[src/core/ext_bus_cs3_regs.svh]
// register indices, field positions, reset values and timing counts
`ifndef EXT_BUS_CS3_REGS_SVH
`define EXT_BUS_CS3_REGS_SVH

// apb address width; byte address is four times the register index
`define APB_ADDR_W        10
`define IDX_W             8

// register indices
`define IDX_CS3_HIGH      8'h66
`define IDX_CS3_LOW       8'h67
`define IDX_STATUS        8'h6f
`define IDX_BUS_SEL       8'hf0

// reset values
`define RST_CS3_HIGH      8'h00
`define RST_CS3_LOW       8'h00
`define RST_BUS_SEL       8'h0c

// chip-select-3 low byte fields
`define CS3_DISABLE_BIT   0
`define CS3_LOCK_BIT      1

// bus selection fields
`define SEL_MODE_BIT      0
`define SEL_WIDTH_LSB     2
`define SEL_WIDTH_MSB     3
`define SEL_LOCK_BIT      7
`define SEL_STORE_MASK    8'h8d

// status fields
`define STAT_BUSY_BIT     0
`define STAT_VALID_BIT    1
`define STAT_MODE_BIT     2
`define STAT_HIT_BIT      3

// permitted window range for this logical device
`define WIN_RANGE_LO      16'h0100
`define WIN_RANGE_HI      16'h0ffc

// strobe timing
`define CLK_PERIOD_NS     8
`define STROBE_NS_0       180
`define STROBE_NS_1       300
`define STROBE_NS_2       420
`define STROBE_NS_3       540
`define STROBE_CYC(ns)    (((ns) + `CLK_PERIOD_NS - 1) / `CLK_PERIOD_NS)
`define CNT_W             7

`endif

[src/core/ext_bus_cs3_pkg.sv]
// types shared by the expansion bus configuration block
package ext_bus_cs3_pkg;

    typedef enum logic [1:0]
    {
        ST_IDLE   = 2'b00,
        ST_STROBE = 2'b01,
        ST_DONE   = 2'b11
    } cycle_state_type;

    typedef enum logic
    {
        MODE_ONE = 1'b0,
        MODE_TWO = 1'b1
    } bus_mode_type;

endpackage

[src/core/ext_bus_cs3_cfg.sv]
// chip-select-3 window, bus mode selection and strobe timing with apb registers
//
// Chosen here: the APB slave port.
`timescale 1ns/1ns
`include "ext_bus_cs3_regs.svh"

module ext_bus_cs3_cfg
    import ext_bus_cs3_pkg::*;
(
    // clock and power-on reset
    input  wire logic                  ref_clk,
    input  wire logic                  sys_rst,
    // other resets
    input  wire logic                  pciRstPin,
    input  wire logic                  softRst,
    // apb slave
    input  wire logic                  psel,
    input  wire logic                  penable,
    input  wire logic                  pwrite,
    input  wire logic [`APB_ADDR_W-1:0] paddr,
    input  wire logic [31:0]           pwdata,
    output logic      [31:0]           prdata,
    output logic                       pready,
    output logic                       pslverr,
    // host i/o cycle
    input  wire logic                  ioStart,
    input  wire logic                  ioWrite,
    input  wire logic [15:0]           ioAddr,
    output logic                       syncWait,
    output logic                       ioDone,
    // expansion bus
    output logic                       ext_select_three_n,
    output logic                       readStrobeN,
    output logic                       writeStrobeN
);
    // registers
    logic [7:0]        cs3High;
    logic [7:0]        cs3Low;
    logic [7:0]        busSel;
    logic              lastHit;
    cycle_state_type   state;
    cycle_state_type   next_state;

    // register load values
    logic [7:0]        lowWriteValue;
    logic [7:0]        lowSoftValue;
    logic [7:0]        busWriteValue;
    logic [7:0]        busSoftValue;

    // reset and decode wires
    logic              pciRst;
    logic              cfgClear;
    logic [`IDX_W-1:0] wordIdx;
    logic              selHigh;
    logic              selLow;
    logic              selBus;
    logic              selStatus;
    logic              mapped;
    logic              setupRead;
    logic              accessWrite;
    logic              baseLocked;
    logic              selLocked;
    logic [7:0]        readMux;
    logic [7:0]        statusWord;

    // window wires
    bus_mode_type      mode;
    logic [15:0]       baseAddr;
    logic              highBitsZero;
    logic              windowValid;
    logic              addrMatch;
    logic              hit;
    logic              takeCycle;

    // strobe width wires
    logic [1:0]        widthCode;
    logic [`CNT_W-1:0] widthCycles;
    logic              timerBusy;
    logic              timerExpired;

    // pci reset arrives from a pin
    bit_sync2 pciSync
    (
        .ref_clk (ref_clk),
        .sys_rst (sys_rst),
        .asyncIn (pciRstPin),
        .syncOut (pciRst)
    );

    // soft reset returns values to defaults but leaves the locks alone
    assign cfgClear = softRst & ~pciRst;

    // apb decode
    assign wordIdx     = paddr[`APB_ADDR_W-1:2];
    assign selHigh     = (wordIdx == `IDX_CS3_HIGH);
    assign selLow      = (wordIdx == `IDX_CS3_LOW);
    assign selBus      = (wordIdx == `IDX_BUS_SEL);
    assign selStatus   = (wordIdx == `IDX_STATUS);
    assign mapped      = selHigh | selLow | selBus | selStatus;
    assign setupRead   = psel & ~penable & ~pwrite;
    assign accessWrite = psel & penable & pwrite & mapped;
    // zero wait states, every access phase completes at once
    assign pready      = 1'b1;
    assign pslverr     = psel & penable & ~mapped;

    // lock states
    assign baseLocked = cs3Low[`CS3_LOCK_BIT];
    assign selLocked  = busSel[`SEL_LOCK_BIT];

    // load values; soft reset keeps the lock bits
    assign lowWriteValue = {pwdata[7:2], pwdata[`CS3_LOCK_BIT], pwdata[`CS3_DISABLE_BIT]};
    assign lowSoftValue  = {6'(`RST_CS3_LOW >> 2), baseLocked, 1'(`RST_CS3_LOW)};
    assign busWriteValue = pwdata[7:0] & `SEL_STORE_MASK;
    assign busSoftValue  = `RST_BUS_SEL | {selLocked, 7'h00};

    // status word
    assign statusWord = {4'h0,
                         lastHit,
                         mode == MODE_TWO,
                         windowValid,
                         state != ST_IDLE};

    // read selection, reserved bits read zero
    assign readMux = selHigh   ? cs3High :
                     selLow    ? cs3Low :
                     selBus    ? (busSel & `SEL_STORE_MASK) :
                     selStatus ? statusWord :
                     8'h00;

    // read data captured in the setup phase
    always_ff @(posedge ref_clk or posedge sys_rst)
    begin
        if (sys_rst)
            prdata <= 32'h0000_0000;
        else if (setupRead)
            prdata <= {24'h00_0000, readMux};
    end

    // chip-select-3 high byte, address 15:8
    always_ff @(posedge ref_clk or posedge sys_rst)
    begin
        if (sys_rst)
            cs3High <= `RST_CS3_HIGH;
        else if (pciRst || cfgClear)
            cs3High <= `RST_CS3_HIGH;
        else if (accessWrite && selHigh && !baseLocked)
            cs3High <= pwdata[7:0];
    end

    // chip-select-3 low byte; the lock can be set by software but not cleared
    always_ff @(posedge ref_clk or posedge sys_rst)
    begin
        if (sys_rst)
            cs3Low <= `RST_CS3_LOW;
        else if (pciRst)
            cs3Low <= `RST_CS3_LOW;
        else if (cfgClear)
            cs3Low <= lowSoftValue;
        else if (accessWrite && selLow && !baseLocked)
            cs3Low <= lowWriteValue;
    end

    // bus selection register; lock holds through writes and soft reset
    always_ff @(posedge ref_clk or posedge sys_rst)
    begin
        if (sys_rst)
            busSel <= `RST_BUS_SEL;
        else if (pciRst)
            busSel <= `RST_BUS_SEL;
        else if (cfgClear)
            busSel <= busSoftValue;
        else if (accessWrite && selBus && !selLocked)
            busSel <= busWriteValue;
    end

    // mode choice only steers decoding; pin functions stay as software set them
    assign mode = bus_mode_type'(busSel[`SEL_MODE_BIT]);

    // base address as seen by the decoder in the current mode
    assign baseAddr = (mode == MODE_ONE) ?
                      {cs3High, cs3Low[7:2], 2'b00} :
                      {cs3High, cs3Low[7:4], 4'h0};

    // window qualification over 16 address bits
    assign highBitsZero = (cs3High[7:4] == 4'h0);
    assign windowValid  = highBitsZero &&
                          (baseAddr >= `WIN_RANGE_LO) &&
                          (baseAddr <= `WIN_RANGE_HI);

    // address compare per mode
    assign addrMatch = (mode == MODE_ONE) ?
                       (ioAddr[15:2] == baseAddr[15:2]) :
                       (ioAddr[15:4] == baseAddr[15:4]);

    // disabled or invalid windows never select
    assign hit       = addrMatch && windowValid &&
                       !cs3Low[`CS3_DISABLE_BIT];
    // a start while a cycle runs is dropped
    assign takeCycle = ioStart && hit && (state == ST_IDLE);

    // strobe width selection, least times rounded up to whole cycles
    assign widthCode   = busSel[`SEL_WIDTH_MSB:`SEL_WIDTH_LSB];
    assign widthCycles = (widthCode == 2'b11) ? `CNT_W'(`STROBE_CYC(`STROBE_NS_3)) :
                         (widthCode == 2'b10) ? `CNT_W'(`STROBE_CYC(`STROBE_NS_2)) :
                         (widthCode == 2'b01) ? `CNT_W'(`STROBE_CYC(`STROBE_NS_1)) :
                         `CNT_W'(`STROBE_CYC(`STROBE_NS_0));

    // timer loaded on the accepted start
    strobe_timer widthTimer
    (
        .ref_clk   (ref_clk),
        .sys_rst   (sys_rst),
        .start     (takeCycle),
        .loadCount (widthCycles),
        .busy      (timerBusy),
        .expired   (timerExpired)
    );

    // cycle sequencing
    always_comb
    begin
        next_state = state;
        case (state)
            ST_IDLE:
            begin
                if (takeCycle)
                    next_state = ST_STROBE;
            end
            ST_STROBE:
            begin
                if (timerExpired)
                    next_state = ST_DONE;
            end
            ST_DONE:
            begin
                next_state = ST_IDLE;
            end
            default:
            begin
                next_state = ST_IDLE;
            end
        endcase
    end

    always_ff @(posedge ref_clk or posedge sys_rst)
    begin
        if (sys_rst)
            state <= ST_IDLE;
        else
            state <= next_state;
    end

    // last decode result, kept for the status word
    always_ff @(posedge ref_clk or posedge sys_rst)
    begin
        if (sys_rst)
        begin
            lastHit <= 1'b0;
        end
        else if (ioStart && (state == ST_IDLE))
        begin
            lastHit <= hit;
        end
    end

    // wait syncs while the strobe runs, completion once it has
    assign syncWait = (state == ST_STROBE) && timerBusy;
    assign ioDone   = (state == ST_DONE);

    // select and strobes, driven from flip-flops
    always_ff @(posedge ref_clk or posedge sys_rst)
    begin
        if (sys_rst)
        begin
            ext_select_three_n <= 1'b1;
            readStrobeN        <= 1'b1;
            writeStrobeN       <= 1'b1;
        end
        else if (takeCycle)
        begin
            ext_select_three_n <= 1'b0;
            readStrobeN        <= ioWrite;
            writeStrobeN       <= ~ioWrite;
        end
        else if (timerExpired)
        begin
            ext_select_three_n <= 1'b1;
            readStrobeN        <= 1'b1;
            writeStrobeN       <= 1'b1;
        end
    end
endmodule

[src/core/bit_sync2.sv]
// two flip-flop synchroniser for a level from outside the clock domain
`timescale 1ns/1ns
module bit_sync2
(
    // clock and reset
    input  wire logic ref_clk,
    input  wire logic sys_rst,
    // level
    input  wire logic asyncIn,
    output logic      syncOut
);
    logic firstStage;

    always_ff @(posedge ref_clk or posedge sys_rst)
    begin
        if (sys_rst)
        begin
            firstStage <= 1'b0;
            syncOut    <= 1'b0;
        end
        else
        begin
            firstStage <= asyncIn;
            syncOut    <= firstStage;
        end
    end
endmodule

[src/core/strobe_timer.sv]
// down counter holding busy for exactly the loaded number of cycles
`timescale 1ns/1ns
`include "ext_bus_cs3_regs.svh"
module strobe_timer
(
    // clock and reset
    input  wire logic              ref_clk,
    input  wire logic              sys_rst,
    // control
    input  wire logic              start,
    input  wire logic [`CNT_W-1:0] loadCount,
    // status
    output logic                   busy,
    output logic                   expired
);
    logic [`CNT_W-1:0] count;

    always_ff @(posedge ref_clk or posedge sys_rst)
    begin
        if (sys_rst)
            count <= '0;
        else if (start)
            count <= loadCount;
        else if (count != '0)
            count <= count - 1'b1;
    end

    assign busy    = (count != '0);
    assign expired = (count == `CNT_W'(1));
endmodule

[config.mk]
export PLATFORM = sky130hd
export DESIGN_NAME = ext_bus_cs3_cfg
export DESIGN_NICKNAME = d
export VERILOG_FILES = /design/src/core/ext_bus_cs3_pkg.sv /design/src/core/ext_bus_cs3_cfg.sv /design/src/core/bit_sync2.sv /design/src/core/strobe_timer.sv
export VERILOG_INCLUDE_DIRS = /design/src /design/src/core
export SDC_FILE = /design/constraint.sdc
export NUM_CORES = 1
export LEC_CHECK = 0
export ABC_AREA = 1
export BUFFER_PORTS_ARGS = -buffer_cell sky130_fd_sc_hd__buf_2
export CORE_ASPECT_RATIO = 1.5
export CORE_MARGIN = 2
export CORE_UTILIZATION = 30
export CTS_CLUSTER_DIAMETER = 120
export DETAILED_ROUTE_END_ITERATION = 8
export PLACE_DENSITY = 0.49
export SLEW_MARGIN = 20
export SYNTH_ARGS = -nofsm -noshare
export SYNTH_HDL_FRONTEND = slang
export SYNTH_SLANG_ARGS = --single-unit
[constraint.sdc]
create_clock -name ref_clk -period 3.45 [get_ports ref_clk]
set_input_delay 0.345 -clock ref_clk [delete_from_list [all_inputs] [get_ports ref_clk]]
set_output_delay 0.345 -clock ref_clk [all_outputs]
set_load 0.05 [all_outputs]
---- Yosys cells after proc, flatten, opt, wreduce, memory -nomap -nowiden ----
Cells that the tools add are included.
operators by class
  reductions and logical operators ........ 32
  equal/unequal tests ..................... 15
  order comparisons ....................... 2
  add/sub/neg operators ................... 1
  mux-type cells .......................... 26
  bitwise gates (word level) .............. 15
operators with widths
  cell                                                                number
  2-to-1 mux 8 bit                                                    11
  == test 8 x 7 -> 1 bit, second input constant                       3
  2-to-1 mux 7 bit                                                    3
  greater-or-equal comparator 16 x 9 -> 1 bit, second input constant  1
  less-or-equal comparator 16 x 12 -> 1 bit, second input constant    1
  == test 14 bit                                                      1
  logical AND 1 bit                                                   14
  == test 12 bit                                                      1
  2-to-1 mux 6 bit                                                    2
  nonzero test 2 bit                                                  6
  == test 8 bit, second input constant                                1
  2-to-1 mux 4 bit                                                    2
  bitwise AND 1 bit                                                   7
  == test 7 x 1 -> 1 bit, second input constant                       1
  nonzero test 7 bit                                                  1
  subtractor 7 x 1 -> 7 bit, second input constant                    1
  == test 2 bit, second input constant                                3
  AND reduction 2 bit                                                 3
  nonzero test 3 bit                                                  2
  2-to-1 mux 1 bit                                                    5
  inverter 1 bit                                                      5
  == test 2 x 1 -> 1 bit, second input constant                       2
  logical NOT 4 bit                                                   1
  2-to-1 mux 2 bit                                                    2
  7 further kinds                                                     12
storage, ports and cells
  register bits ........................... 44
  output and inout bits ................... 39
  logic and storage cells ................. 105

---- Longest topological paths before layout ----
Gate-level depths: netlist (run 1).
  depth in word-level cells ............... 10
  gate-level depth with buffers ........... 12
  mapped depth without buffers ............ 12

---- Cells and area by module ----
Synthesis (run 1) repeated with hierarchy kept, for this count alone.
second synthesis, totals
  cells, all modules ...................... 394
  area total of the unflattened synthesis .. 2824.0 µm²
by module, submodules not included
  module           area each (µm²)  cells an instance  instances
  ext_bus_cs3_cfg  2245.9           316                1
  strobe_timer     524.3            75                 1
  bit_sync2        53.8             3                  1

---- Worst setup path after synthesis (run 1) ----
No wires, ideal clock.
  path type ............................... input -> output
  start point ............................. in paddr[8]
  end point ............................... out pslverr
  stages .................................. 5
  path buffers ............................ 0
  slack ................................... 1590 ps
  data required time ...................... 3105 ps
  arrival ................................. 1515 ps
  cells stage by stage .................... nand2_1 -> nor3_1 -> nand4_1 -> nand4_2 -> nor2_1
on the way
  word-level cells in the longest chain between the ends .. 6
RTL lines
  element                           RTL line                source
  start, declared                   ext_bus_cs3_cfg.sv:20   input wire logic [`APB_ADDR_W-1:0] paddr,
  == test 8 x 7 -> 1 bit (no line)  n/a
  OR 1 bit (2 in a row)             ext_bus_cs3_cfg.sv:99   assign mapped = selHigh | selLow | selBus | selStatus;
  OR 1 bit *                        ext_bus_cs3_cfg.sv:99
  inverter 1 bit *                  ext_bus_cs3_cfg.sv:104  assign pslverr = psel & penable & ~mapped;
  bitwise AND 1 bit *               ext_bus_cs3_cfg.sv:104
  end, declared                     ext_bus_cs3_cfg.sv:24   output logic pslverr,
Mark *: on every way between the ends. The rest lies on a longest branch, timed or not.

---- Final worst setup path (run 1) ----
  start point ............................. reg widthTimer.count[0]
  end point ............................... out syncWait
on the way
  word-level cells in the longest chain between the ends .. 2
RTL lines
  element                 RTL line                source
  start, declared         strobe_timer.sv:16      logic [`CNT_W-1:0] count;
  start signal, assigned  strobe_timer.sv:23      count <= loadCount;
  start signal, assigned  strobe_timer.sv:25      count <= count - 1'b1;
  nonzero test 7 bit      strobe_timer.sv:28      assign busy = (count != '0);
  logical AND 1 bit       ext_bus_cs3_cfg.sv:267  assign syncWait = (state == ST_STROBE) && timerBusy;
  end, declared           ext_bus_cs3_cfg.sv:29   output logic syncWait,
Every way passes these cells.

==> out/results.txt, run 1 <==
Run status = completed
Sequential cell area = 1082 um2
Synthesized-area fraction occupied by adder cells = 2.251%
Combinational family with the most area after synthesis = simple AND/OR/NAND/NOR gates
Clock skew after layout = 0.004836 ns
CTS-repair resized insts = 0
Post-CTS setup buffer count = 0
RSZ-0062 raised after global routing = no
Total of max-cap violations = 0
Synth cell types = 39
Top-count cell post-synth = sky130_fd_sc_hd__nand2_1
Antenna violations before repair = 0
Final setup violation count = 0
Power density of the placed cells = 405.9 nW/um2
Hold Crit Class = in -> reg
Max-slew violation count = 0
Clk sinks = 43
Overall routed net length = 6.982 mm
Total of flip-flops plus latches after synthesis = 43
Required time of the worst setup path = 3.11 ns
Post-DP HPWL = 5.717 mm
Signed area change from the synthesized netlist to the final layout = 16.75%
Number of clock buffers inserted by TritonCTS = 5
Worst-path maximum fanout = 4
Worst-case vdd ir drop = 0.0001813 V
Largest cells by area after synthesis = sky130_fd_sc_hd__dfrtp_1, sky130_fd_sc_hd__nand2_1, sky130_fd_sc_hd__inv_1
Area inside the core boundary = 9146 um2
Cell type with the highest aggregate area in the netlist = sky130_fd_sc_hd__dfrtp_1
Global router's overall resource usage = 15.19%
Number of detailed-route iterations in the first pass = 4
Final clock period utilization by the worst path = 56.89%
Clk root buf = sky130_fd_sc_hd__clkbuf_16
Critical Path Sink Type = primary output
Total overflow reported by the global router = 0
Clock insertion delay at the later pin of the skew report = 0.29 ns
Wire length of the first global-routing pass = 11.55 mm
Number of warnings reported in the yosys synthesis log = 0
Final estimated routing congestion in global placement = 0.8184
Measured slew at the worst slew-check pin = 0.7434 ns
Proportion of synthesized flip-flops having asynchronous set or reset = 100.0%
Die outline width = 82.59 um
Top post-synthesis cells by count = sky130_fd_sc_hd__nand2_1, sky130_fd_sc_hd__inv_1, sky130_fd_sc_hd__dfrtp_1
Die height = 121.9 um
Minimum period implied by the final worst setup slack = 1.963 ns
Count of hold-fix buffers inserted at cts = 0
Share of layout cells above drive strength 1 = 19.23%
Area fraction in compound gates after synthesis = 11.57%
Post-Synth Simple-Gate Area = 29.94%
Fmax = 509.5 MHz
TritonCTS clock tree = built
Number of flops mapped to enable cells by yosys = 0
Drt initial violations = 96
H-tree depth = 2
Portion of the post-synthesis area used by sequential elements = 38.95%
Remaining antenna violation count after routing = 0
Netlist area before placement = 2779 um2
Area used by multi-input combinational logic = 1336 um2
Site row count = 43
Worst-case setup slack after placement = 1.506 ns
Synth Instances = 388
Max clock buf depth = 2
Rel. slew slack = 50.39%
Number of nets in the layout = 513
Leakage power = 1.715 nW
Largest net degree at the start of global routing = 44
Average wire per standard cell = 12.60 um
Setup CP Type = reg -> out
Core occupancy in the finished layout = 35.47%
Leading register cell type out of synthesis = sky130_fd_sc_hd__dfrtp_1
Total Die Area = 10,070 um2
Layout filler cell count = 1,025
DR vias/cell = 4.489
Parity-gate share of the synthesized area counting xor and xnor cells = 0.9455%
Starting density of the core = 30.38%
Clock edge transition at the registers on the reported setup and hold paths = 0.06 ns
I/O pin count = 106
Worst-case setup margin in the final layout = 1.487 ns
Number of antenna diodes = 0
Share of Yosys cell area claimed by the top area cell type = 34.22%
DRC = 0
Setup total negative slack = 0 ns
Mux share of post-synthesis cell area = 0%
Endpoints failing hold = 0
Critical Path Source Type = flop
Arrival time at the worst endpoint = 1.62 ns
Mapped Avg Cell Area = 7.162 um2
Via count of the first global-routing pass = 2,404
Number of buffer cells added on primary ports = 52
Vias = 2,487
Tot Pwr = 0.001317 W
[cells by family after synthesis]
group                      count (synthesis)
and+or+nand+nor                          188
buffers and inverters                     91
AOI/OAI and AO/OA                         56
DFF                                       43
adders and majority gates                  5
xor gates and xnor gates                   3
other                                      2
[sequential cells by signal (all words and copies together), names as in the netlist]
name,cells
ext_select_three_n,1
busSel,4
state,2
readStrobeN,1
cs3Low,8
cs3High,8
pciSync.syncOut,1
prdata,8
pciSync.firstStage,1
writeStrobeN,1
widthTimer.count,7
lastHit,1
[final timing paths]
| path | start | to | depth (start not counted) | slack, ns |
|---|---|---|---|---|
| setup reg to reg | cs3High[0]$_DFFE_PP0P_ | widthTimer.count[4]$_DFFE_PP0P_ | 11 | 1.62 |
| hold reg to reg | pciSync.firstStage$_DFF_PP0_ | pciSync.syncOut$_DFF_PP0_ | 0 | 0.35 |
| hold / removal | pciRstPin | pciSync.firstStage$_DFF_PP0_ | 1 | 0.16 |
| max in group asynchronous | sys_rst | widthTimer.count[2]$_DFFE_PP0P_ | 3 | 2.86 |
| setup / recovery | widthTimer.count[0]$_DFFE_PP0P_ | syncWait | 6 | 1.49 |
| min in group asynchronous | sys_rst | prdata[5]$_DFFE_PP0P_ | 3 | 0.19 |
[critical path, cell delays in order, from the launching register on]
cell and delay, ns:
sky130_fd_sc_hd__dfrtp_1 0.39, sky130_fd_sc_hd__inv_1 0.08, sky130_fd_sc_hd__ha_1 0.24, sky130_fd_sc_hd__nand3_1 0.16, sky130_fd_sc_hd__inv_1 0.10, sky130_fd_sc_hd__nor2_1 0.09, sky130_fd_sc_hd__buf_2 0.27
[through the flow]
stage	instances	instance area [um2]	hold slack [ns]
after global placement	546	3055	0.3354
after CTS	554	3244	0.1497
after global routing	554	3244	0.1565
after floorplan	411	2865	0.3312
final	554	3244	0.1566
after detailed placement	546	3055	0.3442
[metal layers]
layer	vias up	GRT usage (%)	part of all wire, %
met5	-	0	0
met4	0	5.533	1.7
met3	6	2.370	3.1
met2	45	28.13	54
met1	1151	16.96	41
li1	1285	-	-
[layout by cell type (no fill, tap or decap), types with 4 or more instances in the layout]
cell type	n
sky130_fd_sc_hd__inv_2	6
sky130_fd_sc_hd__dfstp_2	5
sky130_fd_sc_hd__ha_1	5
sky130_fd_sc_hd__nor3_1	4
sky130_fd_sc_hd__o21ai_0	17
sky130_fd_sc_hd__a21oi_1	6
sky130_fd_sc_hd__o22ai_1	5
sky130_fd_sc_hd__nor2_1	31
sky130_fd_sc_hd__conb_1	25
sky130_fd_sc_hd__inv_1	53
sky130_fd_sc_hd__clkbuf_16	5
sky130_fd_sc_hd__nand3_1	23
sky130_fd_sc_hd__nand2_1	108
sky130_fd_sc_hd__nand4_1	6
sky130_fd_sc_hd__buf_2	52
sky130_fd_sc_hd__dfrtp_1	38
sky130_fd_sc_hd__o21ai_1	17
[layout make-up]
cell class,count,share of cell area [%]
Inverter,61,7.057
Clock buffer,6,3.972
Tap cell,112,4.319
Clock inverter,2,1.851
Timing Repair Buffer,53,8.253
Sequential cell,43,33.36
Multi-Input combinational cell,277,41.19
[power by group]
part	switching (W)	internal (W)	total (W)	leakage (nW)
combinational	0.000141	0.0000415	0.000183	1.07
sequential	0.00000770	0.000515	0.000522	0.550
clock	0.000196	0.000415	0.000611	0.0911
Note: power is estimated with default switching activity, not from simulation.
==> run 2, diff against run 1 <==
PLACE_DENSITY = 0.51   (was 0.49)
clock period = 1.6 ns   (was 3.45 ns; I/O delays follow)
==> out/results.txt, run 2 (synthesized netlist as in run 1, its figures left out) <==
Run status = completed
Die outline width = 82.59 um (unchanged)
Average wire per standard cell = 12.46 um (-1.1%)
Required time of the worst setup path = 1.82 ns (-1.29 ns)
Vias = 2,577 (+3.6%)
Number of detailed-route iterations in the first pass = 6 (+2)
Max clock buf depth = 2 (unchanged)
Placed instance count = 555 (+1.6%)
Post-DP HPWL = 5.697 mm (-0.36%)
Layout filler cell count = 1,006 (-1.9%)
RSZ-0062 raised after global routing = yes
Total overflow reported by the global router = 0 (unchanged)
Clock edge transition at the registers on the reported setup and hold paths = 0.06 ns (about the same)
Area inside the core boundary = 9146 um2 (unchanged)
Family of cells with the greatest summed delay on the critical path = simple AND/OR/NAND/NOR gates
Wire length of the first global-routing pass = 11.11 mm (-3.8%)
Die height = 121.9 um (unchanged)
Worst-case vdd ir drop = 0.0004723 V (+160%)
Site row count = 43 (unchanged)
Commonest cells after routing, fill and taps aside = sky130_fd_sc_hd__nand2_1, sky130_fd_sc_hd__buf_2, sky130_fd_sc_hd__inv_1
DR vias/cell = 4.505 (+0.36%)
Largest net degree at the start of global routing = 44 (unchanged)
Rel. slew slack = 62.05% (+12 points)
Area used by multi-input combinational logic = 1404 um2 (+5.1%)
Most frequent standard cell in the layout excluding fill and tap cells = sky130_fd_sc_hd__nand2_1
Final clock period utilization by the worst path = 95.99%
Number of clock buffers inserted by TritonCTS = 5 (unchanged)
Total of max-cap violations = 0 (unchanged)
Count of buffer and inverter cells on the critical path = 2 (-1)
Clock skew after layout = 0.006803 ns (+0.001967 ns)
Final setup violation count = 0 (unchanged)
Critical Path Sink Type = flop
Leakage power = 1.796 nW (+4.7%)
Setup CP Type = reg -> reg
Critical Path Source Type = flop
DRC = 0 (unchanged)
Number of buffer cells added on primary ports = 52 (unchanged)
Final instance count without filler cells = 572 (+3.2%)
Fmax = 651.1 MHz
Antenna violations before repair = 0 (unchanged)
Measured slew at the worst slew-check pin = 0.5692 ns (-0.1742 ns)
Share of layout cells above drive strength 1 = 26.52% (+7.3 points)
Clk root buf = sky130_fd_sc_hd__clkbuf_16
Starting density of the core = 30.38% (unchanged)
Final estimated routing congestion in global placement = 0.8437 (+3.1%)
H-tree depth = 2 (unchanged)
Arrival time at the worst endpoint = 1.76 ns (+0.14 ns)
TritonCTS clock tree = built
Number of antenna diodes = 0 (unchanged)
Drt initial violations = 88 (-8.3%)
Worst-path maximum fanout = 5 (+1)
Via count of the first global-routing pass = 2,354 (-2.1%)
Sequential cell area = 1085 um2 (+0.23%)
Setup total negative slack = 0 ns (unchanged)
Hold Crit Class = in -> async
Worst slack on hold paths = 0.007022 ns (-0.1496 ns)
Global router's overall resource usage = 14.46% (-0.73 points)
Signed area change from the synthesized netlist to the final layout = 24.04%
Max-slew violation count = 0 (unchanged)
Clock insertion delay at the later pin of the skew report = 0.29 ns (about the same)
Endpoints failing hold = 0 (unchanged)
Peak per-stage delay on the critical path = 0.43 ns (+0.04 ns)
Top cell by count, worst path = sky130_fd_sc_hd__nand2_1
Overall routed net length = 7.128 mm (+2.1%)
Largest registers = cs3High: 8 flops, cs3Low: 8 flops, prdata: 8 flops
Minimum period implied by the final worst setup slack = 1.536 ns
Number of nets in the layout = 531 (+3.5%)
Cell chain of the critical path = inv_2 -> nand2_1 -> nand2_1 -> nand3_2 -> nor2_2 -> nand3_2 -> nor2_4 -> nand2_2 -> or2_1 -> nand2_1 -> inv_1
Power density of the placed cells = 792.5 nW/um2 (+95%)
I/O pin count = 106 (unchanged)
Cell with the largest stage delay on the worst path = sky130_fd_sc_hd__dfrtp_1
Total Die Area = 10,070 um2 (unchanged)
Remaining antenna violation count after routing = 0 (unchanged)
Clk sinks = 43 (unchanged)
## run 2: cell count changes in the layout (fill, tap and decap cells not counted), moves of 2 or more
cell                      delta
sky130_fd_sc_hd__nor2_1      -3
sky130_fd_sc_hd__buf_6       +2
sky130_fd_sc_hd__buf_4      +16
sky130_fd_sc_hd__dfrtp_2     +2
sky130_fd_sc_hd__nor2_2      +2
sky130_fd_sc_hd__inv_1       -5
sky130_fd_sc_hd__inv_2       +5
sky130_fd_sc_hd__nand2_2     +2
sky130_fd_sc_hd__nand2_1     -3
sky130_fd_sc_hd__nand3_1     -3
sky130_fd_sc_hd__nand3_2     +3
sky130_fd_sc_hd__dfrtp_1     -2
## run 2: through the flow
stage / instance area (um2) / power, W / setup WS (ns) / utilization (%)
after CTS: 3334 / 0.002746 / 0.003675 / 36.46
final: 3447 / 0.002732 / 0.06415 / 37.69
after global placement: 3126 / 0.001547 / 0.04566 / 34.17
after global routing: 3447 / 0.002852 / -0.06226 / 37.69
after detailed placement: 3126 / 0.001549 / 0.03512 / 34.17
after floorplan: 2868 / 0.001480 / 0.1102 / -
## run 2: cell type report
type	count	share of cell area [%]
tap	112	4.065
multi-input combinational	277	40.73
sequential	43	31.47
clock buffer	6	4.029
inverter	61	6.642
clock inverter	2	1.016
timing repair buffer	71	12.05
## run 2: worst reg2reg max path, delay by kind of cell (launching register included)
| kind | cells | cell delay [ns] |
|---|---|---|
| buf+inv | 2 | 0.12 |
| flops | 1 | 0.43 |
| simple gates | 9 | 0.94 |
## run 2: worst paths after layout
path                                         startpoint                   endpoint  cells after the start  slack (ns)
setup / recovery                 cs3High[4]$_DFFE_PP0P_    readStrobeN$_DFFE_PP1P_                     11        0.06
hold / removal                                  sys_rst      cs3Low[3]$_DFFE_PP0P_                      3       0.007
setup reg to reg                 cs3High[4]$_DFFE_PP0P_    readStrobeN$_DFFE_PP1P_                     11        0.06
hold reg to reg            pciSync.firstStage$_DFF_PP0_  pciSync.syncOut$_DFF_PP0_                      0        0.36
max in group asynchronous                       sys_rst     cs3High[7]$_DFFE_PP0P_                      3        1.18
min in group ref_clk                          pwdata[2]      busSel[2]$_DFFE_PP1P_                      3        0.12
## run 2: metal layers
layer	wire, um	vias to the layer above	part of all wire (%)	global-route usage, %
met4	110	0	1.5	3.689
met2	3792	59	53	26.56
met1	2966	1190	42	16.95
li1	-	1318	-	-
met3	258	10	3.6	2.444
met5	0	-	0	0
## run 2: timing repair
item,in CTS,in global routing
pin swaps,1,6
hold endpoints to repair,1,0
endpoints found under the setup margin,1,8
hold buffers,1,0
resized for setup,6,19
setup buffers,0,8
## run 2: report_power, final
| part | switching [W] | internal (W) | total [W] | leakage (nW) |
|---|---|---|---|---|
| Sequential | 0.0000160 | 0.00111 | 0.00113 | 0.547 |
| Combinational | 0.000310 | 0.0000991 | 0.000410 | 1.16 |
| Clock | 0.000420 | 0.000776 | 0.00120 | 0.0868 |
==> run 3, diff against run 2 <==
CORE_UTILIZATION = 53   (was 30)
PLACE_DENSITY = 0.82   (was 0.51)
clock period = 1.9 ns   (was 1.6 ns; I/O delays follow)
==> out/results.txt, run 3 (synthesized netlist as in run 1, its figures left out) <==
Run status = completed
Post-CTS setup buffer count = 0 (unchanged)
Number of clock buffers inserted by TritonCTS = 5 (unchanged)
Rel. slew slack = 63.62% (+1.6 points)
Total Die Area = 5850 um2 (-42%)
Largest registers = cs3High: 8 flops, cs3Low: 8 flops, prdata: 8 flops
Number of nets in the layout = 518 (-2.4%)
Setup total negative slack = 0 ns (unchanged)
Critical Path Source Type = flop
Clock insertion delay at the later pin of the skew report = 0.30 ns (about the same)
Final setup violation count = 0 (unchanged)
Signed area change from the synthesized netlist to the final layout = 14.36%
Hold Crit Class = in -> async
RSZ-0062 raised after global routing = no
Max-slew violation count = 0 (unchanged)
Required time of the worst setup path = 1.71 ns (-0.11 ns)
Clock skew after layout = 0.01023 ns (+0.003427 ns)
Site row count = 32 (-26%)
Share of layout cells above drive strength 1 = 20.58% (-5.9 points)
Die outline width = 63.12 um (-24%)
Worst-case vdd ir drop = 0.0004953 V (+4.9%)
Measured slew at the worst slew-check pin = 0.5456 ns (-0.02355 ns)
Most frequent standard cell in the layout excluding fill and tap cells = sky130_fd_sc_hd__nand2_1
Leakage power = 1.715 nW (-4.5%)
Post-DP HPWL = 5.007 mm (-12%)
Final clock period utilization by the worst path = 95.27%
Critical Path Sink Type = primary output
Clk root buf = sky130_fd_sc_hd__clkbuf_8
Max clock buf depth = 2 (unchanged)
Global router's overall resource usage = 22.83% (+8.4 points)
Overall routed net length = 6.215 mm (-13%)
Largest net degree at the start of global routing = 44 (unchanged)
Antenna violations before repair = 0 (unchanged)
Arrival time at the worst endpoint = 1.62 ns (-0.14 ns)
Average wire per standard cell = 12.07 um (-3.2%)
DR vias/cell = 4.895 (+8.7%)
Clk sinks = 43 (unchanged)
DRC = 0 (unchanged)
Wire length of the first global-routing pass = 10.57 mm (-4.9%)
H-tree depth = 2 (unchanged)
Total overflow reported by the global router = 0 (unchanged)
Clock edge transition at the registers on the reported setup and hold paths = 0.08 ns (+0.02 ns)
Worst-path maximum fanout = 4 (-1)
I/O pin count = 106 (unchanged)
Endpoints failing hold = 0 (unchanged)
Number of antenna diodes = 0 (unchanged)
Worst-case setup slack after placement = 0.1332 ns (+0.09807 ns)
Fmax = 552.4 MHz
Remaining antenna violation count after routing = 0 (unchanged)
Drt initial violations = 137 (+56%)
Worst-case setup margin in the final layout = 0.08981 ns (+0.02566 ns)
Commonest cells after routing, fill and taps aside = sky130_fd_sc_hd__nand2_1, sky130_fd_sc_hd__inv_1, sky130_fd_sc_hd__buf_2
TritonCTS clock tree = built
Power density of the placed cells = 633.4 nW/um2 (-20%)
Final estimated routing congestion in global placement = 0.9158 (+8.5%)
Area inside the core boundary = 5085 um2 (-44%)
Die height = 92.69 um (-24%)
Starting density of the core = 54.65% (+24 points)
Layout filler cell count = 498 (-50%)
Minimum period implied by the final worst setup slack = 1.810 ns
Reg-to-reg slack, setup = 0.24 ns (+0.18 ns)
Number of buffer cells added on primary ports = 52 (unchanged)
Number of detailed-route iterations in the first pass = 4 (-2)
Vias = 2,521 (-2.2%)
Total of max-cap violations = 0 (unchanged)
Via count of the first global-routing pass = 2,412 (+2.5%)
Setup CP Type = reg -> out
==> run 3: cell count changes in the layout (fill, tap and decap cells not counted), moves of 5 or more <==
cell / before / now
sky130_fd_sc_hd__clkbuf_8: 1 / 6
sky130_fd_sc_hd__inv_1: 48 / 54
sky130_fd_sc_hd__inv_2: 11 / 6
sky130_fd_sc_hd__buf_4: 17 / 5
sky130_fd_sc_hd__clkbuf_16: 5 / 0
==> run 3: final timing paths <==
kind,start,to,depth (start not counted)
min reg2reg,pciSync.firstStage$_DFF_PP0_,pciSync.syncOut$_DFF_PP0_,0
min,sys_rst,widthTimer.count[2]$_DFFE_PP0P_,3
min in group ref_clk,ioWrite,writeStrobeN$_DFFE_PP1P_,3
max,widthTimer.count[0]$_DFFE_PP0P_,syncWait,6
max in group asynchronous,sys_rst,cs3High[6]$_DFFE_PP0P_,3
max reg2reg,cs3High[4]$_DFFE_PP0P_,readStrobeN$_DFFE_PP1P_,11
==> run 3: timing repair <==
item                                    in CTS  in global routing
endpoints found under the hold margin        1                  0
hold buffers                                 1                  0
resized for setup                            0                  4
endpoints found under the setup margin       0                  5
==> run 3: area by class of cell <==
| cell class | instances | area [um2] | share of cell area (%) |
|---|---|---|---|
| Multi-Input combinational cell | 277 | 1354 | 42.60 |
| Sequential cell | 43 | 1082 | 34.06 |
| Timing Repair Buffer | 58 | 310.3 | 9.764 |
| Inverter | 61 | 229.0 | 7.205 |
| Tap cell | 68 | 85.08 | 2.677 |
| Clock buffer | 6 | 82.58 | 2.598 |
| Clock inverter | 2 | 35.03 | 1.102 |
==> run 3: per-stage QoR <==
stage	hold WS [ns]	power (W)	std cells	area (um2)	util [%]
4_1_cts	0.03881	0.002030	515	3158	62.11
5_1_grt	0.07135	0.002109	515	3178	62.50
3_3_place_gp	0.2980	0.001292	506	3030	59.60
6_report	0.01331	0.002013	515	3178	62.50
2_1_floorplan	0.2214	0.001246	411	2865	-
3_5_place_dp	0.3005	0.001297	506	3030	59.60
==> run 3: where the power goes <==
| part | switching [W] | total, W | internal (W) |
|---|---|---|---|
| clock network | 0.000306 | 0.000732 | 0.000425 |
| logic | 0.000256 | 0.000335 | 0.0000792 |
| registers | 0.0000127 | 0.000946 | 0.000933 |
==> run 3: critical path: stages (launching register included) <==
cell and delay, ns:
sky130_fd_sc_hd__dfrtp_1 0.42, sky130_fd_sc_hd__inv_1 0.10, sky130_fd_sc_hd__ha_1 0.24, sky130_fd_sc_hd__nand3_2 0.14, sky130_fd_sc_hd__inv_1 0.16, sky130_fd_sc_hd__nor2_1 0.05
sky130_fd_sc_hd__clkbuf_4 0.20
==> run 3: metal layers <==
layer / routed length, um / track usage [%]
met5: 0 / 0
met1: 2381 / 24.37
met3: 218 / 3.159
met4: 171 / 7.037
met2: 3444 / 45.12
